==> config.mk <==
export PLATFORM = sky130hd
export DESIGN_NAME = pmg_ports
export DESIGN_NICKNAME = d
export VERILOG_FILES = /design/src/include/pmg_pkg.sv /design/src/rtl/pmg_ports.sv
export SDC_FILE = /design/constraint.sdc
export NUM_CORES = 1
export LEC_CHECK = 0
export ABC_AREA = 1
export BUFFER_PORTS_ARGS = -buffer_cell sky130_fd_sc_hd__buf_2
export CAP_MARGIN = 20
export CORE_MARGIN = 5
export CORE_UTILIZATION = 51
export CTS_CLUSTER_DIAMETER = 40
export CTS_CLUSTER_SIZE = 16
export DETAILED_ROUTE_END_ITERATION = 7
export HOLD_SLACK_MARGIN = 0.1
export PLACE_DENSITY = 0.9
export SLEW_MARGIN = 10
export SYNTH_ARGS = -nofsm -noshare
export SYNTH_HDL_FRONTEND = slang
export SYNTH_SLANG_ARGS = --single-unit
==> constraint.sdc <==
create_clock -name clk_sys -period 6.6 [get_ports clk_sys]
set_input_delay 0.66 -clock clk_sys [delete_from_list [all_inputs] [get_ports clk_sys]]
set_output_delay 0.66 -clock clk_sys [all_outputs]
set_load 0.05 [all_outputs]
==> src/include/pmg_pkg.sv <==
// package for the ports module: register map, field layouts, reset values, carrier structs
package pmg_pkg;

   // ----------------------------------------------------------------
   // register byte offsets
   // ----------------------------------------------------------------
   localparam logic [7:0] OFS_PORT_A_INPUT_VALUE    = 8'h00;
   localparam logic [7:0] OFS_PORT_A_PIN_SELECT     = 8'h04;
   localparam logic [7:0] OFS_PORT_B_OUTPUT_VALUE   = 8'h08;
   localparam logic [7:0] OFS_PORT_B_PIN_SELECT     = 8'h0C;
   localparam logic [7:0] OFS_PORT_B_OUTPUT_ENABLE  = 8'h10;
   localparam logic [7:0] OFS_PORT_C_INPUT_VALUE    = 8'h14;
   localparam logic [7:0] OFS_PORT_C_OUTPUT_VALUE   = 8'h18;
   localparam logic [7:0] OFS_PORT_C_PIN_SELECT     = 8'h1C;
   localparam logic [7:0] OFS_PORT_C_OUTPUT_ENABLE  = 8'h20;
   localparam logic [7:0] OFS_EXTENSION_LATCH_MIRROR = 8'h24;
   localparam logic [7:0] OFS_PRINTER_PHASE_NEXT    = 8'h28;
   localparam logic [7:0] OFS_SCANNER_PHASE_NEXT    = 8'h2C;

   // ----------------------------------------------------------------
   // widths and field layout
   // ----------------------------------------------------------------
   localparam int PA_W    = 4;
   localparam int PB_W    = 12;
   localparam int PC_W    = 8;
   localparam int EXT_W   = 16;
   localparam int PH_W    = 4;
   localparam int PA_SEL_W = 2;
   localparam int PB_EN_BIT = 0;
   localparam int PC_SEL_LO = 2;
   localparam int SEL_UART_TX_EN = 0;
   localparam int SEL_UART_RX    = 1;

   // ----------------------------------------------------------------
   // reset values
   // ----------------------------------------------------------------
   localparam logic [PA_SEL_W-1:0] RST_PA_SEL = 2'h0;
   localparam logic [PB_W-1:0]     RST_PB_OUT = 12'h000;
   localparam logic [PB_W-1:0]     RST_PB_SEL = 12'h000;
   localparam logic                RST_PB_EN  = 1'b0;
   localparam logic [PC_W-1:0]     RST_PC_OUT = 8'h00;
   localparam logic [PC_W-1:0]     RST_PC_SEL = 8'h00;
   localparam logic [PC_W-1:0]     RST_PC_EN  = 8'h00;
   localparam logic [EXT_W-1:0]    RST_EXT    = 16'h0000;
   localparam logic [PH_W-1:0]     RST_PHASE  = 4'h0;

   // axi response codes
   localparam logic [1:0] AXI_OKAY   = 2'h0;
   localparam logic [1:0] AXI_SLVERR = 2'h2;

   // ----------------------------------------------------------------
   // carrier structs
   // ----------------------------------------------------------------
   typedef struct packed
   {
      logic [PB_W-1:0] pin_out;
      logic [PB_W-1:0] pin_oe_n;
   } pmg_port_b_s;

   typedef struct packed
   {
      logic [PC_W-1:0] pin_out;
      logic [PC_W-1:0] pin_oe_n;
   } pmg_port_c_s;

   typedef struct packed
   {
      logic [PH_W-1:0] printer_phase_pins;
      logic [PH_W-1:0] scanner_phase_pins;
   } pmg_motor_s;

endpackage : pmg_pkg

==> src/rtl/pmg_ports.sv <==
// ports module: general purpose ports, extension latch mirror, stepper phase outputs
`timescale 1ns/1ps
module pmg_ports
   import pmg_pkg::*;
(
   input  wire logic              clk_sys,
   input  wire logic              rstn,

   // axi4-lite slave
   input  wire logic [7:0]        s_axi_awaddr,
   input  wire logic              s_axi_awvalid,
   output      logic              s_axi_awready,
   input  wire logic [31:0]       s_axi_wdata,
   input  wire logic [3:0]        s_axi_wstrb,
   input  wire logic              s_axi_wvalid,
   output      logic              s_axi_wready,
   output      logic [1:0]        s_axi_bresp,
   output      logic              s_axi_bvalid,
   input  wire logic              s_axi_bready,
   input  wire logic [7:0]        s_axi_araddr,
   input  wire logic              s_axi_arvalid,
   output      logic              s_axi_arready,
   output      logic [31:0]       s_axi_rdata,
   output      logic [1:0]        s_axi_rresp,
   output      logic              s_axi_rvalid,
   input  wire logic              s_axi_rready,

   // port a pins and sharing-module side
   input  wire logic [PA_W-1:0]   port_a_pin_in,
   output      logic [PA_W-1:0]   port_a_module_in,
   output      logic              uart_tx_enable_input,
   output      logic              uart_rx_input,

   // port b pins and sharing-module side
   input  wire logic [PB_W-1:0]   port_b_module_out,
   output      pmg_port_b_s       port_b_pins,

   // port c pins and sharing-module side
   input  wire logic [PC_W-1:0]   port_c_pin_in,
   input  wire logic [PC_W-1:0]   port_c_module_out,
   input  wire logic [PC_W-1:0]   port_c_module_oe,
   output      logic [PC_W-1:0]   port_c_module_in,
   output      pmg_port_c_s       port_c_pins,

   // extension latch
   output      logic [EXT_W-1:0]  ext_latch_data,
   output      logic              ext_latch_strobe,

   // stepper motors
   input  wire logic              printer_motor_irq,
   input  wire logic              scanner_motor_irq,
   output      pmg_motor_s        motor_pins
);

   // ----------------------------------------------------------------
   // reset release
   // ----------------------------------------------------------------
   logic rst_meta;
   logic rst_n;

   always_ff @(posedge clk_sys or negedge rstn)
   begin
      if (!rstn)
      begin
         rst_meta <= 1'b0;
         rst_n    <= 1'b0;
      end
      else
      begin
         rst_meta <= 1'b1;
         rst_n    <= rst_meta;
      end
   end

   // ----------------------------------------------------------------
   // input synchronisers (two flip-flops each)
   // ----------------------------------------------------------------
   logic [PA_W-1:0] pa_meta;
   logic [PA_W-1:0] pa_sync;

   logic [PC_W-1:0] pc_meta;
   logic [PC_W-1:0] pc_sync;

   logic [1:0]      irq_meta;
   logic [1:0]      irq_sync;
   logic [1:0]      irq_prev;

   always_ff @(posedge clk_sys or negedge rst_n)
   begin
      if (!rst_n)
      begin
         pa_meta  <= '0;
         pa_sync  <= '0;
         pc_meta  <= '0;
         pc_sync  <= '0;
         irq_meta <= 2'h0;
         irq_sync <= 2'h0;
         irq_prev <= 2'h0;
      end
      else
      begin
         pa_meta  <= port_a_pin_in;
         pa_sync  <= pa_meta;

         pc_meta  <= port_c_pin_in;
         pc_sync  <= pc_meta;

         irq_meta <= {scanner_motor_irq, printer_motor_irq};
         irq_sync <= irq_meta;
         irq_prev <= irq_sync;
      end
   end

   // ----------------------------------------------------------------
   // axi4-lite write channel
   // ----------------------------------------------------------------
   logic       aw_held;
   logic [7:0] aw_addr;
   logic       w_held;
   logic [31:0] w_data;
   logic [3:0] w_strb;

   wire do_write  = aw_held && w_held && !s_axi_bvalid;
   wire aw_take   = s_axi_awvalid && s_axi_awready;
   wire w_take    = s_axi_wvalid && s_axi_wready;

   assign s_axi_awready = !aw_held && !s_axi_bvalid;
   assign s_axi_wready  = !w_held && !s_axi_bvalid;

   wire wr_pa_sel  = do_write && aw_addr == OFS_PORT_A_PIN_SELECT;
   wire wr_pb_out  = do_write && aw_addr == OFS_PORT_B_OUTPUT_VALUE;
   wire wr_pb_sel  = do_write && aw_addr == OFS_PORT_B_PIN_SELECT;
   wire wr_pb_en   = do_write && aw_addr == OFS_PORT_B_OUTPUT_ENABLE;
   wire wr_pc_out  = do_write && aw_addr == OFS_PORT_C_OUTPUT_VALUE;
   wire wr_pc_sel  = do_write && aw_addr == OFS_PORT_C_PIN_SELECT;
   wire wr_pc_en   = do_write && aw_addr == OFS_PORT_C_OUTPUT_ENABLE;
   wire wr_ext     = do_write && aw_addr == OFS_EXTENSION_LATCH_MIRROR;
   wire wr_pph     = do_write && aw_addr == OFS_PRINTER_PHASE_NEXT;
   wire wr_sph     = do_write && aw_addr == OFS_SCANNER_PHASE_NEXT;

   wire wr_ro      = aw_addr == OFS_PORT_A_INPUT_VALUE || aw_addr == OFS_PORT_C_INPUT_VALUE;
   wire wr_hit     = wr_pa_sel || wr_pb_out || wr_pb_sel || wr_pb_en || wr_pc_out || wr_pc_sel
                     || wr_pc_en || wr_ext || wr_pph || wr_sph;

   // byte-lane merge of the write data
   wire [31:0] wmask = {{8{w_strb[3]}}, {8{w_strb[2]}}, {8{w_strb[1]}}, {8{w_strb[0]}}};

   always_ff @(posedge clk_sys or negedge rst_n)
   begin
      if (!rst_n)
      begin
         aw_held      <= 1'b0;
         aw_addr      <= 8'h00;
         w_held       <= 1'b0;
         w_data       <= 32'h00000000;
         w_strb       <= 4'h0;

         s_axi_bvalid <= 1'b0;
         s_axi_bresp  <= AXI_OKAY;
      end
      else
      begin
         if (aw_take)
         begin
            aw_held <= 1'b1;
            aw_addr <= {s_axi_awaddr[7:2], 2'b00};
         end
         if (w_take)
         begin
            w_held <= 1'b1;
            w_data <= s_axi_wdata;
            w_strb <= s_axi_wstrb;
         end
         if (do_write)
         begin
            aw_held      <= 1'b0;
            w_held       <= 1'b0;
            s_axi_bvalid <= 1'b1;
            s_axi_bresp  <= (wr_hit || wr_ro) ? AXI_OKAY : AXI_SLVERR;
         end
         else if (s_axi_bready)
            s_axi_bvalid <= 1'b0;
      end
   end

   // ----------------------------------------------------------------
   // registers
   // ----------------------------------------------------------------
   logic [PA_SEL_W-1:0] port_a_pin_select;
   logic [PB_W-1:0]     port_b_output_value;
   logic [PB_W-1:0]     port_b_pin_select;
   logic                port_b_output_enable;

   logic [PC_W-1:0]     port_c_output_value;
   logic [PC_W-1:0]     port_c_pin_select;
   logic [PC_W-1:0]     port_c_output_enable;

   logic [EXT_W-1:0]    extension_latch_mirror;
   logic [PH_W-1:0]     printer_phase_next;
   logic [PH_W-1:0]     scanner_phase_next;

   logic                ext_pulse;

   function automatic logic [31:0] merge(input logic [31:0] old, input logic [31:0] nw, input logic [31:0] m);
      merge = (old & ~m) | (nw & m);
   endfunction : merge

   wire [31:0] m_pa  = merge({30'h0, port_a_pin_select}, w_data, wmask);
   wire [31:0] m_pbo = merge({20'h0, port_b_output_value}, w_data, wmask);
   wire [31:0] m_pbs = merge({20'h0, port_b_pin_select}, w_data, wmask);
   wire [31:0] m_pbe = merge({31'h0, port_b_output_enable}, w_data, wmask);

   wire [31:0] m_pco = merge({24'h0, port_c_output_value}, w_data, wmask);
   wire [31:0] m_pcs = merge({24'h0, port_c_pin_select}, w_data, wmask);
   wire [31:0] m_pce = merge({24'h0, port_c_output_enable}, w_data, wmask);

   wire [31:0] m_ext = merge({16'h0, extension_latch_mirror}, w_data, wmask);
   wire [31:0] m_pph = merge({28'h0, printer_phase_next}, w_data, wmask);
   wire [31:0] m_sph = merge({28'h0, scanner_phase_next}, w_data, wmask);

   always_ff @(posedge clk_sys or negedge rst_n)
   begin
      if (!rst_n)
      begin
         port_a_pin_select      <= RST_PA_SEL;
         port_b_output_value    <= RST_PB_OUT;
         port_b_pin_select      <= RST_PB_SEL;
         port_b_output_enable   <= RST_PB_EN;
         port_c_output_value    <= RST_PC_OUT;
         port_c_pin_select      <= RST_PC_SEL;
         port_c_output_enable   <= RST_PC_EN;
         extension_latch_mirror <= RST_EXT;
         printer_phase_next     <= RST_PHASE;
         scanner_phase_next     <= RST_PHASE;
         ext_pulse              <= 1'b0;
      end
      else
      begin
         ext_pulse <= wr_ext;

         if (wr_pa_sel) port_a_pin_select <= m_pa[PA_SEL_W-1:0];
         if (wr_pb_out) port_b_output_value <= m_pbo[PB_W-1:0];
         if (wr_pb_sel) port_b_pin_select <= m_pbs[PB_W-1:0];
         if (wr_pb_en) port_b_output_enable <= m_pbe[PB_EN_BIT];

         if (wr_pc_out) port_c_output_value <= m_pco[PC_W-1:0];
         if (wr_pc_sel) port_c_pin_select <= {m_pcs[PC_W-1:PC_SEL_LO], 2'b00};
         if (wr_pc_en) port_c_output_enable <= m_pce[PC_W-1:0];

         if (wr_ext) extension_latch_mirror <= m_ext[EXT_W-1:0];
         if (wr_pph) printer_phase_next <= m_pph[PH_W-1:0];
         if (wr_sph) scanner_phase_next <= m_sph[PH_W-1:0];
      end
   end

   // ----------------------------------------------------------------
   // extension latch: strobe while in reset and in the beat after a mirror write
   // ----------------------------------------------------------------
   assign ext_latch_data   = extension_latch_mirror;
   assign ext_latch_strobe = !rst_n || ext_pulse;

   // ----------------------------------------------------------------
   // stepper phase outputs, loaded on the synchronised interrupt rise
   // ----------------------------------------------------------------
   wire pm_rise = irq_sync[0] && !irq_prev[0];
   wire sm_rise = irq_sync[1] && !irq_prev[1];

   always_ff @(posedge clk_sys or negedge rst_n)
   begin
      if (!rst_n)
         motor_pins <= '0;
      else
      begin
         if (pm_rise) motor_pins.printer_phase_pins <= printer_phase_next;
         if (sm_rise) motor_pins.scanner_phase_pins <= scanner_phase_next;
      end
   end

   // ----------------------------------------------------------------
   // pin muxing
   // ----------------------------------------------------------------
   // port a: modules always see the synchronised pins; only the uart inputs need selecting, parked otherwise
   assign port_a_module_in = pa_sync;
   assign uart_tx_enable_input = port_a_pin_select[SEL_UART_TX_EN] && pa_sync[SEL_UART_TX_EN];
   assign uart_rx_input = !port_a_pin_select[SEL_UART_RX] || pa_sync[SEL_UART_RX];

   // port b: one enable for the whole port; modules drive when selected
   assign port_b_pins.pin_out  = (port_b_pin_select & port_b_module_out)
                                 | (~port_b_pin_select & port_b_output_value);
   assign port_b_pins.pin_oe_n = {PB_W{!port_b_output_enable}} & ~port_b_pin_select;

   // port c: per-pin enable; a selected pin follows the module both ways
   assign port_c_pins.pin_out  = (port_c_pin_select & port_c_module_out)
                                 | (~port_c_pin_select & port_c_output_value);
   assign port_c_pins.pin_oe_n = (port_c_pin_select & ~port_c_module_oe)
                                 | (~port_c_pin_select & ~port_c_output_enable);
   assign port_c_module_in     = pc_sync & port_c_pin_select;

   // ----------------------------------------------------------------
   // axi4-lite read channel
   // ----------------------------------------------------------------
   logic [31:0] rd_mux;
   logic        rd_hit;

   always_comb
   begin
      rd_hit = 1'b1;
      unique case ({s_axi_araddr[7:2], 2'b00})
         OFS_PORT_A_INPUT_VALUE:     rd_mux = {28'h0, pa_sync};
         OFS_PORT_A_PIN_SELECT:      rd_mux = {30'h0, port_a_pin_select};
         OFS_PORT_B_OUTPUT_VALUE:    rd_mux = {20'h0, port_b_output_value};
         OFS_PORT_B_PIN_SELECT:      rd_mux = {20'h0, port_b_pin_select};
         OFS_PORT_B_OUTPUT_ENABLE:   rd_mux = {31'h0, port_b_output_enable};

         OFS_PORT_C_INPUT_VALUE:     rd_mux = {24'h0, pc_sync};
         OFS_PORT_C_OUTPUT_VALUE:    rd_mux = {24'h0, port_c_output_value};
         OFS_PORT_C_PIN_SELECT:      rd_mux = {24'h0, port_c_pin_select};
         OFS_PORT_C_OUTPUT_ENABLE:   rd_mux = {24'h0, port_c_output_enable};

         OFS_EXTENSION_LATCH_MIRROR: rd_mux = {16'h0, extension_latch_mirror};
         OFS_PRINTER_PHASE_NEXT:     rd_mux = {28'h0, printer_phase_next};
         OFS_SCANNER_PHASE_NEXT:     rd_mux = {28'h0, scanner_phase_next};
         default:
         begin
            rd_mux = 32'h00000000;
            rd_hit = 1'b0;
         end
      endcase
   end

   assign s_axi_arready = !s_axi_rvalid;

   always_ff @(posedge clk_sys or negedge rst_n)
   begin
      if (!rst_n)
      begin
         s_axi_rvalid <= 1'b0;
         s_axi_rdata  <= 32'h00000000;
         s_axi_rresp  <= AXI_OKAY;
      end

      else if (s_axi_arvalid && s_axi_arready)
      begin
         s_axi_rvalid <= 1'b1;
         s_axi_rdata  <= rd_mux;
         s_axi_rresp  <= rd_hit ? AXI_OKAY : AXI_SLVERR;
      end
      else if (s_axi_rready)
         s_axi_rvalid <= 1'b0;
   end

endmodule : pmg_ports

==> results of run 1 <==
-- final cells by class --
type / instances / area share (%)
flip-flops and latches: 160 / 46.27
multi-input cells: 523 / 30.77
repair buffers: 179 / 10.52
clock buffers: 17 / 4.912
inverters: 71 / 3.077
well taps: 180 / 2.600
clock inverters: 15 / 1.820
diodes: 1 / 0.02889
-- synth_stat cells (all sizes together) --
cell type  number
nor3            3
nand3          33
clkinv          1
nor2           82
nand4          21
a21oi          23
buf            39
mux2i           5
or2             1
a31oi           1
inv            70
nand2         211
mux2           21
dfrtp         160
conb            2
a211oi          1
nor3b           1
o21ai          99
clkbuf          3
-- stage by stage --
step | cell area [um^2] | total power, mW
2_1_floorplan | 7238 | 2.818
3_3_place_gp | 8065 | 3.200
3_5_place_dp | 8065 | 3.254
4_1_cts | 8658 | 4.235
5_1_grt | 8658 | 4.424
6_report | 8661 | 4.216
-- report_power, final --
part	internal, mW	switching (mW)	total, mW
clock	0.560	0.412	0.972
combinational	0.409	1.30	1.71
sequential	1.27	0.261	1.53
total	2.24	1.98	4.22
-- worst max-delay path: cells and delay by family, from the launching register on --
kind | cells | cell delay [ns]
AO/OA/AOI/OAI | 2 | 0.91
buffers and inverters | 1 | 0.07
flip-flops | 1 | 0.39
AND/OR/NAND/NOR | 2 | 0.82
-- logic make-up (layout without fill, tap and decap cells) --
logic type             Yosys count  count (layout)  share of synthesized area, %
and+or+nand+nor                352             352                         21.32
DFF                            160             160                         55.87
AOI/OAI and AO/OA              124             124                         10.77
buffers and inverters          113             282                         7.943
muxes                           26              26                         3.998
other                            2              22                        0.1048
-- timing repair --
| item | 4_1_cts | 5_1_grt |
|---|---|---|
| setup endpoints to repair | 0 | 0 |
| endpoints found under the hold margin | 2 | 0 |
| hold buffers | 1 | 0 |
-- worst paths after layout --
| kind | end | slack, ns | depth (start not counted) |
|---|---|---|---|
| setup / recovery | s_axi_rdata[14] | 4.33 | 5 |
| hold / removal | pc_meta[5] | 0.32 | 0 |
| setup reg to reg | s_axi_rdata[14] | 4.33 | 5 |
| hold reg to reg | pc_meta[5] | 0.32 | 0 |
| max in group asynchronous | asynchronous set/reset pin | 4.93 | 1 |
| min in group clk_sys | pc_meta[7] | 0.33 | 1 |
-- layer usage --
| layer | part of all wire [%] | GRT usage, % |
|---|---|---|
| met1 | 41 | 30.58 |
| met2 | 47 | 37.60 |
| met3 | 8.7 | 8.012 |
| met4 | 2.9 | 9.512 |
| met5 | 0.14 | 0 |
==> impl_results.md, run 1 <==
- Gr ovfl total: 0
- Mean number of vias per cell: 5.180
- Die height: 128.5 um
- Root Buffer: clkbuf_16
- Clock transition at path regs: 0.06 ns
- Final period util: between 30% and 40%
- Outcome: finished clean
- GR Util All Layers: 23.85%
- Count of cell types in the netlist: 34
- Initial Util: 51.83%
- Worst R2R Start: s_axi_rvalid
- Least-Margin Pin Slew: around 1.1 ns
- Slowest stage cell, crit path: a211oi_2
- Syn_area_per_cell: 9.224 um^2
- Fin crit period: 2.268 ns
- CTS-repair resized insts: 0
- CTS tree: yes
- Die width: 128.5 um
- Pin count of the biggest net entering global routing: between 70 and 80
- Worst Slack Setup Final: 4.332 ns
- Worst min path class: reg2async
- Share of layout cells above drive strength 1: 31.09%
- CP max stage delay: 0.70 ns
- Peak supply drop: 328.9 uV
- Hold Worst Slack: 0.3169 ns
- Max-slew headroom: 29.21%
- WL per Instance: 16.70 um
- Depth of the CTS H-tree: 4
- Final Skew: 0.009707 ns
- PortBufs: roughly 170
- WL final: 19.14 mm
- Top cells by area, synth: dfrtp_1, nand2_1, o21ai_2, nor2_1, inv_1
- Via count: ~5900
- Pre-CTS WS: 4.015 ns
- Final TNS setup: 0 ns
- Vias in the first global route: 5750
- Yosys reg bits: 160
- Multi-input gate area: 2665 um^2
- Critical path launch point type: register
- Pleak: 4.534 nW
- Cell breakdown of the critical path: inv_2 -> nand2_1 -> a211oi_2 -> nand3_1 -> o21ai_0
- Most frequent cells in the layout: nand2_1, buf_2, dfrtp_1
- Inst Count DP: 1112
- Crit. Startpoint: s_axi_rvalid
- Final Util: 62.64%
- Sink Count: 160
- CTS Buffer Depth: 2
- Synth warn: 0
- DR DRC count: 0
- Post CTS Setup Buffer Count: 0
- Non-Filler Instances: around 1100
- Post-Synthesis Cell Area: 7167 um^2
- Critical Path RT: 6.95 ns
- RePlAce Congestion: roughly 0.90
- Fmax: 0.4410 GHz
- Crit path capture type: register
- Initial DRC Count: 515
- Top Ports: 221
- Post-synthesis cell count: 777
- Final Setup Violations: 0
- DRT Pass-1 Iters: 5
- Final hold violation count: 0
- Unrepaired setup endpoints after global routing: false
- Routed Antenna Nets: 0
- Skew-Pair Late Insertion Delay: around 0.43 ns
- Worst path arrival time: 2.62 ns
- Area delta synth->final: 20.85%
- Max-cap viol count: 0
- Power Dens Cells: ~490 nW/um^2
- Seq. cell area: 4008 um^2
- Worst Path Max Fanout: 21
- Slew Limit Fails: 0
- First-pass GRT wire length: 30.08 mm
- # nets final: 1053
- Inserted Clock Buffers: 17
- Core area: 13830 um^2
- Die ar.: 16520 um^2
- Commonest non-fill, non-tap cell in the layout: nand2_1
- Post-synth top area share: 55.87%
- Initial antenna violation count: 2
- Standard-cell row count: 43
- Cell accounting for the most synthesized area: dfrtp_1
- Hpwl dp: 14.11 mm
- Sequential element share of the synthesized area: 55.87%
- WS Path Type: reg2reg
- Layout fillers: approximately 1200
Power figures use the tool's default switching activity.
==> inputs of run 2 (changes only) <==
CORE_UTILIZATION = 46   (was 51)
PLACE_DENSITY = 0.86   (was 0.9)
clock period = 2 ns   (was 6.6 ns; I/O delays follow)
==> run 2 against run 1 <==
Net effect:
- first-iteration DRC count up 18%
- combinational power rose to 3.4 times the previous value
- clock power increased to 3.3 times the previous value
- die area up 10%
- hold slack worse by 0.11 ns
- clock skew shrank 0.0022 ns
- critical path depth down 3
- sequential share of layout area shrank 2.7 points
- sequential power increased to 3.3 times the previous value
- global-route usage is 1.5 points lower
- power grew to 3.3 times the previous value
- critical endpoint is now port_b_pins[2]
==> impl_results.md, run 2 (synthesis gave the netlist of run 1 again) <==
- Critical Path RT: 1.80 ns
- Die width: 134.8 um
- Skew-Pair Late Insertion Delay: ~0.42 ns
- Top Ports: 221
- Worst min path class: in2reg
- Non-Filler Instances: 1223
- Worst Path Buf+Inv: 1
- Cell breakdown of the critical path: nor2_1 -> buf_2
- Die height: about 130 um
- CP max stage delay: a little over 0.6 ns
- Final hold violation count: 0
- Peak supply drop: 1018 uV
- Area delta synth->final: 28.21%
- Depth of the CTS H-tree: 4
- GR Util All Layers: 22.34%
- Unrepaired setup endpoints after global routing: false
- Slowest stage cell, crit path: dfrtp_1
- Hpwl dp: 14.49 mm
- Final TNS setup: 0 ns
- Clock transition at path regs: approximately 0.060 ns
- Root Buffer: clkbuf_16
- Layout fillers: around 1300
- CTS tree: yes
- N_diodes: 0
- Power Dens Cells: roughly 1500 nW/um^2
- Die ar.: 18180 um^2
- Mean number of vias per cell: 5.026
- Met3 wire len: between 1 and 1.5 mm
- Fin crit period: roughly 1.8 ns
- Critical path launch point type: register
- Sink Count: 160
- Inserted Clock Buffers: 17
- Slew Limit Fails: 0
- Final Skew: 0.007482 ns
- Worst path arrival time: approximately 1.6 ns
- Least-Margin Pin Slew: roughly 0.9 ns
- Outcome: finished clean
- Pin count of the biggest net entering global routing: 159
- CTS Buffer Depth: 2
- Commonest non-fill, non-tap cell in the layout: nand2_1
- Initial DRC Count: 608
- Max-slew headroom: 40.78%
- Routed Antenna Nets: 0
- M1 wire length: 8.003 mm
- WL per Instance: 16.26 um
- Core area: 15260 um^2
- Final period util: 88.82%
- Initial Util: 46.97%
- WL final: 19.89 mm
- Crit path capture type: output pin
- PortBufs: 174
- Share of layout cells above drive strength 1: 30.04%
- First-pass GRT wire length: around 31 mm
- Worst Path Max Fanout: 14
- Most frequent cells in the layout: nand2_1, buf_2, dfrtp_1
- DRT Pass-1 Iters: 6
- DR DRC count: 0
- Pleak: 4.759 nW
- CP delay by family, top: flip-flops
- Gr ovfl total: 0
- Highest routed layer: met4
- Pre-CTS WS: 0.3366 ns
- Worst Slack Setup Final: 0.2237 ns
- Inst Count DP: about 1200
- Fmax: around 0.56 GHz
- Via count: 6147
- RePlAce Congestion: 0.8773
- Final Setup Violations: 0
- Final Util: 60.22%
- Met2 WL post-DR: 9.782 mm
- WS Path Type: reg2out
- Standard-cell row count: 45
- Tot Pwr: ~14 mW
- # nets final: 1102
- Initial antenna violation count: 0
- Vias in the first global route: 6085
- Max-cap viol count: 0
-- run 2: metrics by stage --
step           hold WS, ns  area (um^2)
3_5_place_dp      -0.01073         8194
3_3_place_gp      -0.01382         8194
6_report            0.2047         9189
2_1_floorplan     -0.09559         7247
5_1_grt             0.2842         9189
4_1_cts             0.2003         9189
-- run 2: repair_timing --
action	CTS	global route
buffers inserted	0	0
hold buffers	42	0
resized for setup	0	0
endpoints found under the setup margin	0	0
endpoints found under the hold margin	42	0
-- run 2: area by class of cell --
type / instances / area (um^2) / share of cell area (%)
clock buffers: 25 / 495.5 / 5.392
inverters: 71 / 266.5 / 2.900
clock inverters: 5 / 78.83 / 0.8578
repair buffers: 228 / 1406 / 15.31
flip-flops and latches: 160 / 4008 / 43.61
well taps: 211 / 264.0 / 2.873
multi-input cells: 523 / 2670 / 29.06
-- run 2: power by group --
part	total (mW)	leakage, nW	internal (mW)	switching, mW
registers	5.06	2.02	4.20	0.868
logic	5.80	2.45	1.42	4.37
clock network	3.18	0.283	1.96	1.23
-- run 2: worst register-to-register path: cells and delay by family (launching register included) --
kind	cells	cell delay [ns]
AOI/OAI and AO/OA	1	0.07
DFF	1	0.42
and+or+nand+nor	5	0.83
buffers and inverters	2	0.25
-- run 2: layer usage --
metal	GRT usage, %	vias up
met3	5.365	55
li1	-	2924
met1	27.36	2896
met5	0	-
met4	10.92	0
met2	37.16	272
-- run 2: worst paths after layout --
path	from	endpoint	slack, ns	cells after the start
setup / recovery	register	port_b_pins[2]	0.22	2
hold / removal	s_axi_awvalid	aw_held	0.20	3
setup reg to reg	s_axi_bvalid	register	0.33	8
hold reg to reg	pc_meta[6]	pc_sync[6]	0.35	0
max in group asynchronous	rst_n	s_axi_rdata[5]	0.82	1
min in group asynchronous	rst_n	asynchronous set/reset pin	0.45	1
==> inputs of run 3 (changes only) <==
==> constraint.sdc (replaced) <==
create_clock -name clk_sys -period 2 [get_ports clk_sys]
set_input_delay 0.1 -clock clk_sys [delete_from_list [all_inputs] [get_ports clk_sys]]
set_output_delay 0.1 -clock clk_sys [all_outputs]
set_load 0.02 [all_outputs]
==> run 3 against run 2 <==
Net effect:
- final area increased by 0.46%
- cell count is 0.33% higher
- global-route usage about the same
- wire length about the same
- sequential share of layout area down 0.20 points
- clock power is 6% higher
- sequential cell count unchanged
- die area unchanged
- sequential power about the same
==> impl_results.md, run 3 (synthesis gave the netlist of run 1 again) <==
- N_diodes: 0
- Mean number of vias per cell: 5.007
- Final TNS setup: 0 ns
- GR Util All Layers: 22.31%
- RePlAce Congestion: 0.8778
- Die ar.: around 18000 um^2
- Max-slew headroom: 59.47%
- Critical path launch point type: register
- Pleak: 4.774 nW
- Worst Path Max Fanout: 16
- Sink Count: 160
- WL final: 19.89 mm
- First-pass GRT wire length: 31.52 mm
- Initial Util: between 40% and 50%
- Hold Path Cell Cnt: 3
- Outcome: finished clean
- PortBufs: 174
- DRT Pass-1 Iters: 5
- Depth of the CTS H-tree: 4
- Final period util: a little over four fifths
- Peak supply drop: 831.0 uV
- Skew-Pair Late Insertion Delay: 0.42 ns
- Routed Antenna Nets: 0
- Tot Pwr: 12.52 mW
- Commonest non-fill, non-tap cell in the layout: nand2_1
- CTS tree: yes
- Clock transition at path regs: 0.07 ns
- Crit path capture type: register
- # nets final: 1104
- Pin count of the biggest net entering global routing: 111
- Die height: 134.8 um
- Area delta synth->final: 28.81%
- Die width: 134.8 um
- Max-cap viol count: 0
- Inserted Clock Buffers: 17
- Vias in the first global route: 6010
- Fmax: 0.5992 GHz
- Hold_buf cts: 42
- Initial antenna violation count: 0
- Fin crit period: between 1.5 and 2 ns
- Core area: between 15000 and 20000 um^2
- WL per Instance: 16.21 um
- Least-Margin Pin Slew: 0.6080 ns
- Worst path arrival time: approximately 2.0 ns
- Top Ports: 221
- Final hold violation count: 0
- Most frequent cells in the layout: nand2_1, buf_2, dfrtp_1
- Hold Crit Start: s_axi_awvalid
- CTS Buffer Depth: 2
- Gr ovfl total: 0
- Reg2reg path depth: 8
- Share of layout cells above drive strength 1: 30.51%
- R2R Setup Slk: 0.33 ns
- Final Skew: 0.008331 ns
- Slew Limit Fails: 0
- CTS-repair resized insts: 0
- Hpwl dp: ~14 mm
- Power Dens Cells: about 1400 nW/um^2
- Unrepaired setup endpoints after global routing: false
- WS Path Type: reg2reg
- Hold EP: aw_held
- Worst min path class: in2reg
- Via count: approximately 6000
- Initial DRC Count: 538
- DR DRC count: 0
- Worst R2R Start: s_axi_bvalid
- Critical Path RT: 2.30 ns
- Final Setup Violations: 0
- Root Buffer: clkbuf_16
- Post CTS Setup Buffer Count: 0
- Standard-cell row count: 45
-- run 3: changes by cell type in the layout (fill, tap and decap cells not counted), sizes merged --
| cell | delta |
|---|---|
| clkbuf | -7 |
| clkinvlp | +4 |
| buf | +2 |
| inv | +4 |
| bufinv | +1 |
-- run 3: worst max-delay path, cell delays in order (launching register included) --
cell     delay (ns)
dfrtp_1        0.41
inv_1          0.09
nand3_2        0.10
inv_2          0.15
nand3_2        0.12
nor2_2         0.14
nand2_2        0.26
nand2_1        0.18
o21ai_2        0.07
-- run 3: per-stage QoR --
stage | setup slack (ns) | utilization [%] | cells | hold slack [ns] | area, um^2
floorplan | 0.01914 | - | 796 | -0.1956 | 7242
global placement | 0.3969 | 53.69 | 1153 | -0.1119 | 8192
detailed placement | 0.3614 | 53.69 | 1153 | -0.1112 | 8192
CTS | 0.3464 | 60.50 | 1227 | 0.1252 | 9231
global route | 0.1787 | 60.50 | 1227 | 0.1601 | 9231
finish | 0.3312 | 60.50 | 1227 | 0.1427 | 9231
-- run 3: power by group --
group / total, mW / switching, mW / leakage, nW / internal [mW]
logic: 4.11 / 2.69 / 2.46 / 1.42
clock network: 3.37 / 1.35 / 0.291 / 2.02
registers: 5.04 / 0.847 / 2.02 / 4.19
total: 12.5 / 4.89 / 4.77 / 7.63
-- run 3: how the worst max path moves through the flow --
stage | from | endpoint | slack [ns] | cells after the start
5_1_grt | s_axi_bvalid | register | 0.18 | 8
3_3_place_gp | aw_addr[7] | register | 0.40 | 7
6_report | s_axi_bvalid | register | 0.33 | 8
3_5_place_dp | aw_addr[7] | register | 0.36 | 7
2_1_floorplan | rst_n | ext_latch_strobe | 0.02 | 1
4_1_cts | s_axi_bvalid | register | 0.35 | 8
-- run 3: layer usage --
| layer | track usage, % | vias to the layer above | share of wire [%] |
|---|---|---|---|
| met2 | 36.24 | 283 | 48 |
| met3 | 5.961 | 47 | 8.4 |
| met4 | 8.428 | 0 | 2.9 |
| li1 | - | 2923 | - |
| met1 | 28.74 | 2890 | 41 |
| met5 | 0 | - | 0 |
-- run 3: final cells by class --
| cell class | instances | area (um^2) |
|---|---|---|
| Tap cell | 211 | 264.0 |
| Clock inverter | 14 | 180.2 |
| Inverter | 71 | 266.5 |
| Multi-Input combinational cell | 523 | 2665 |
| Fill cell | 1287 | 6027 |
| Clock buffer | 18 | 439.2 |
| Sequential cell | 160 | 4008 |
| Timing Repair Buffer | 230 | 1409 |
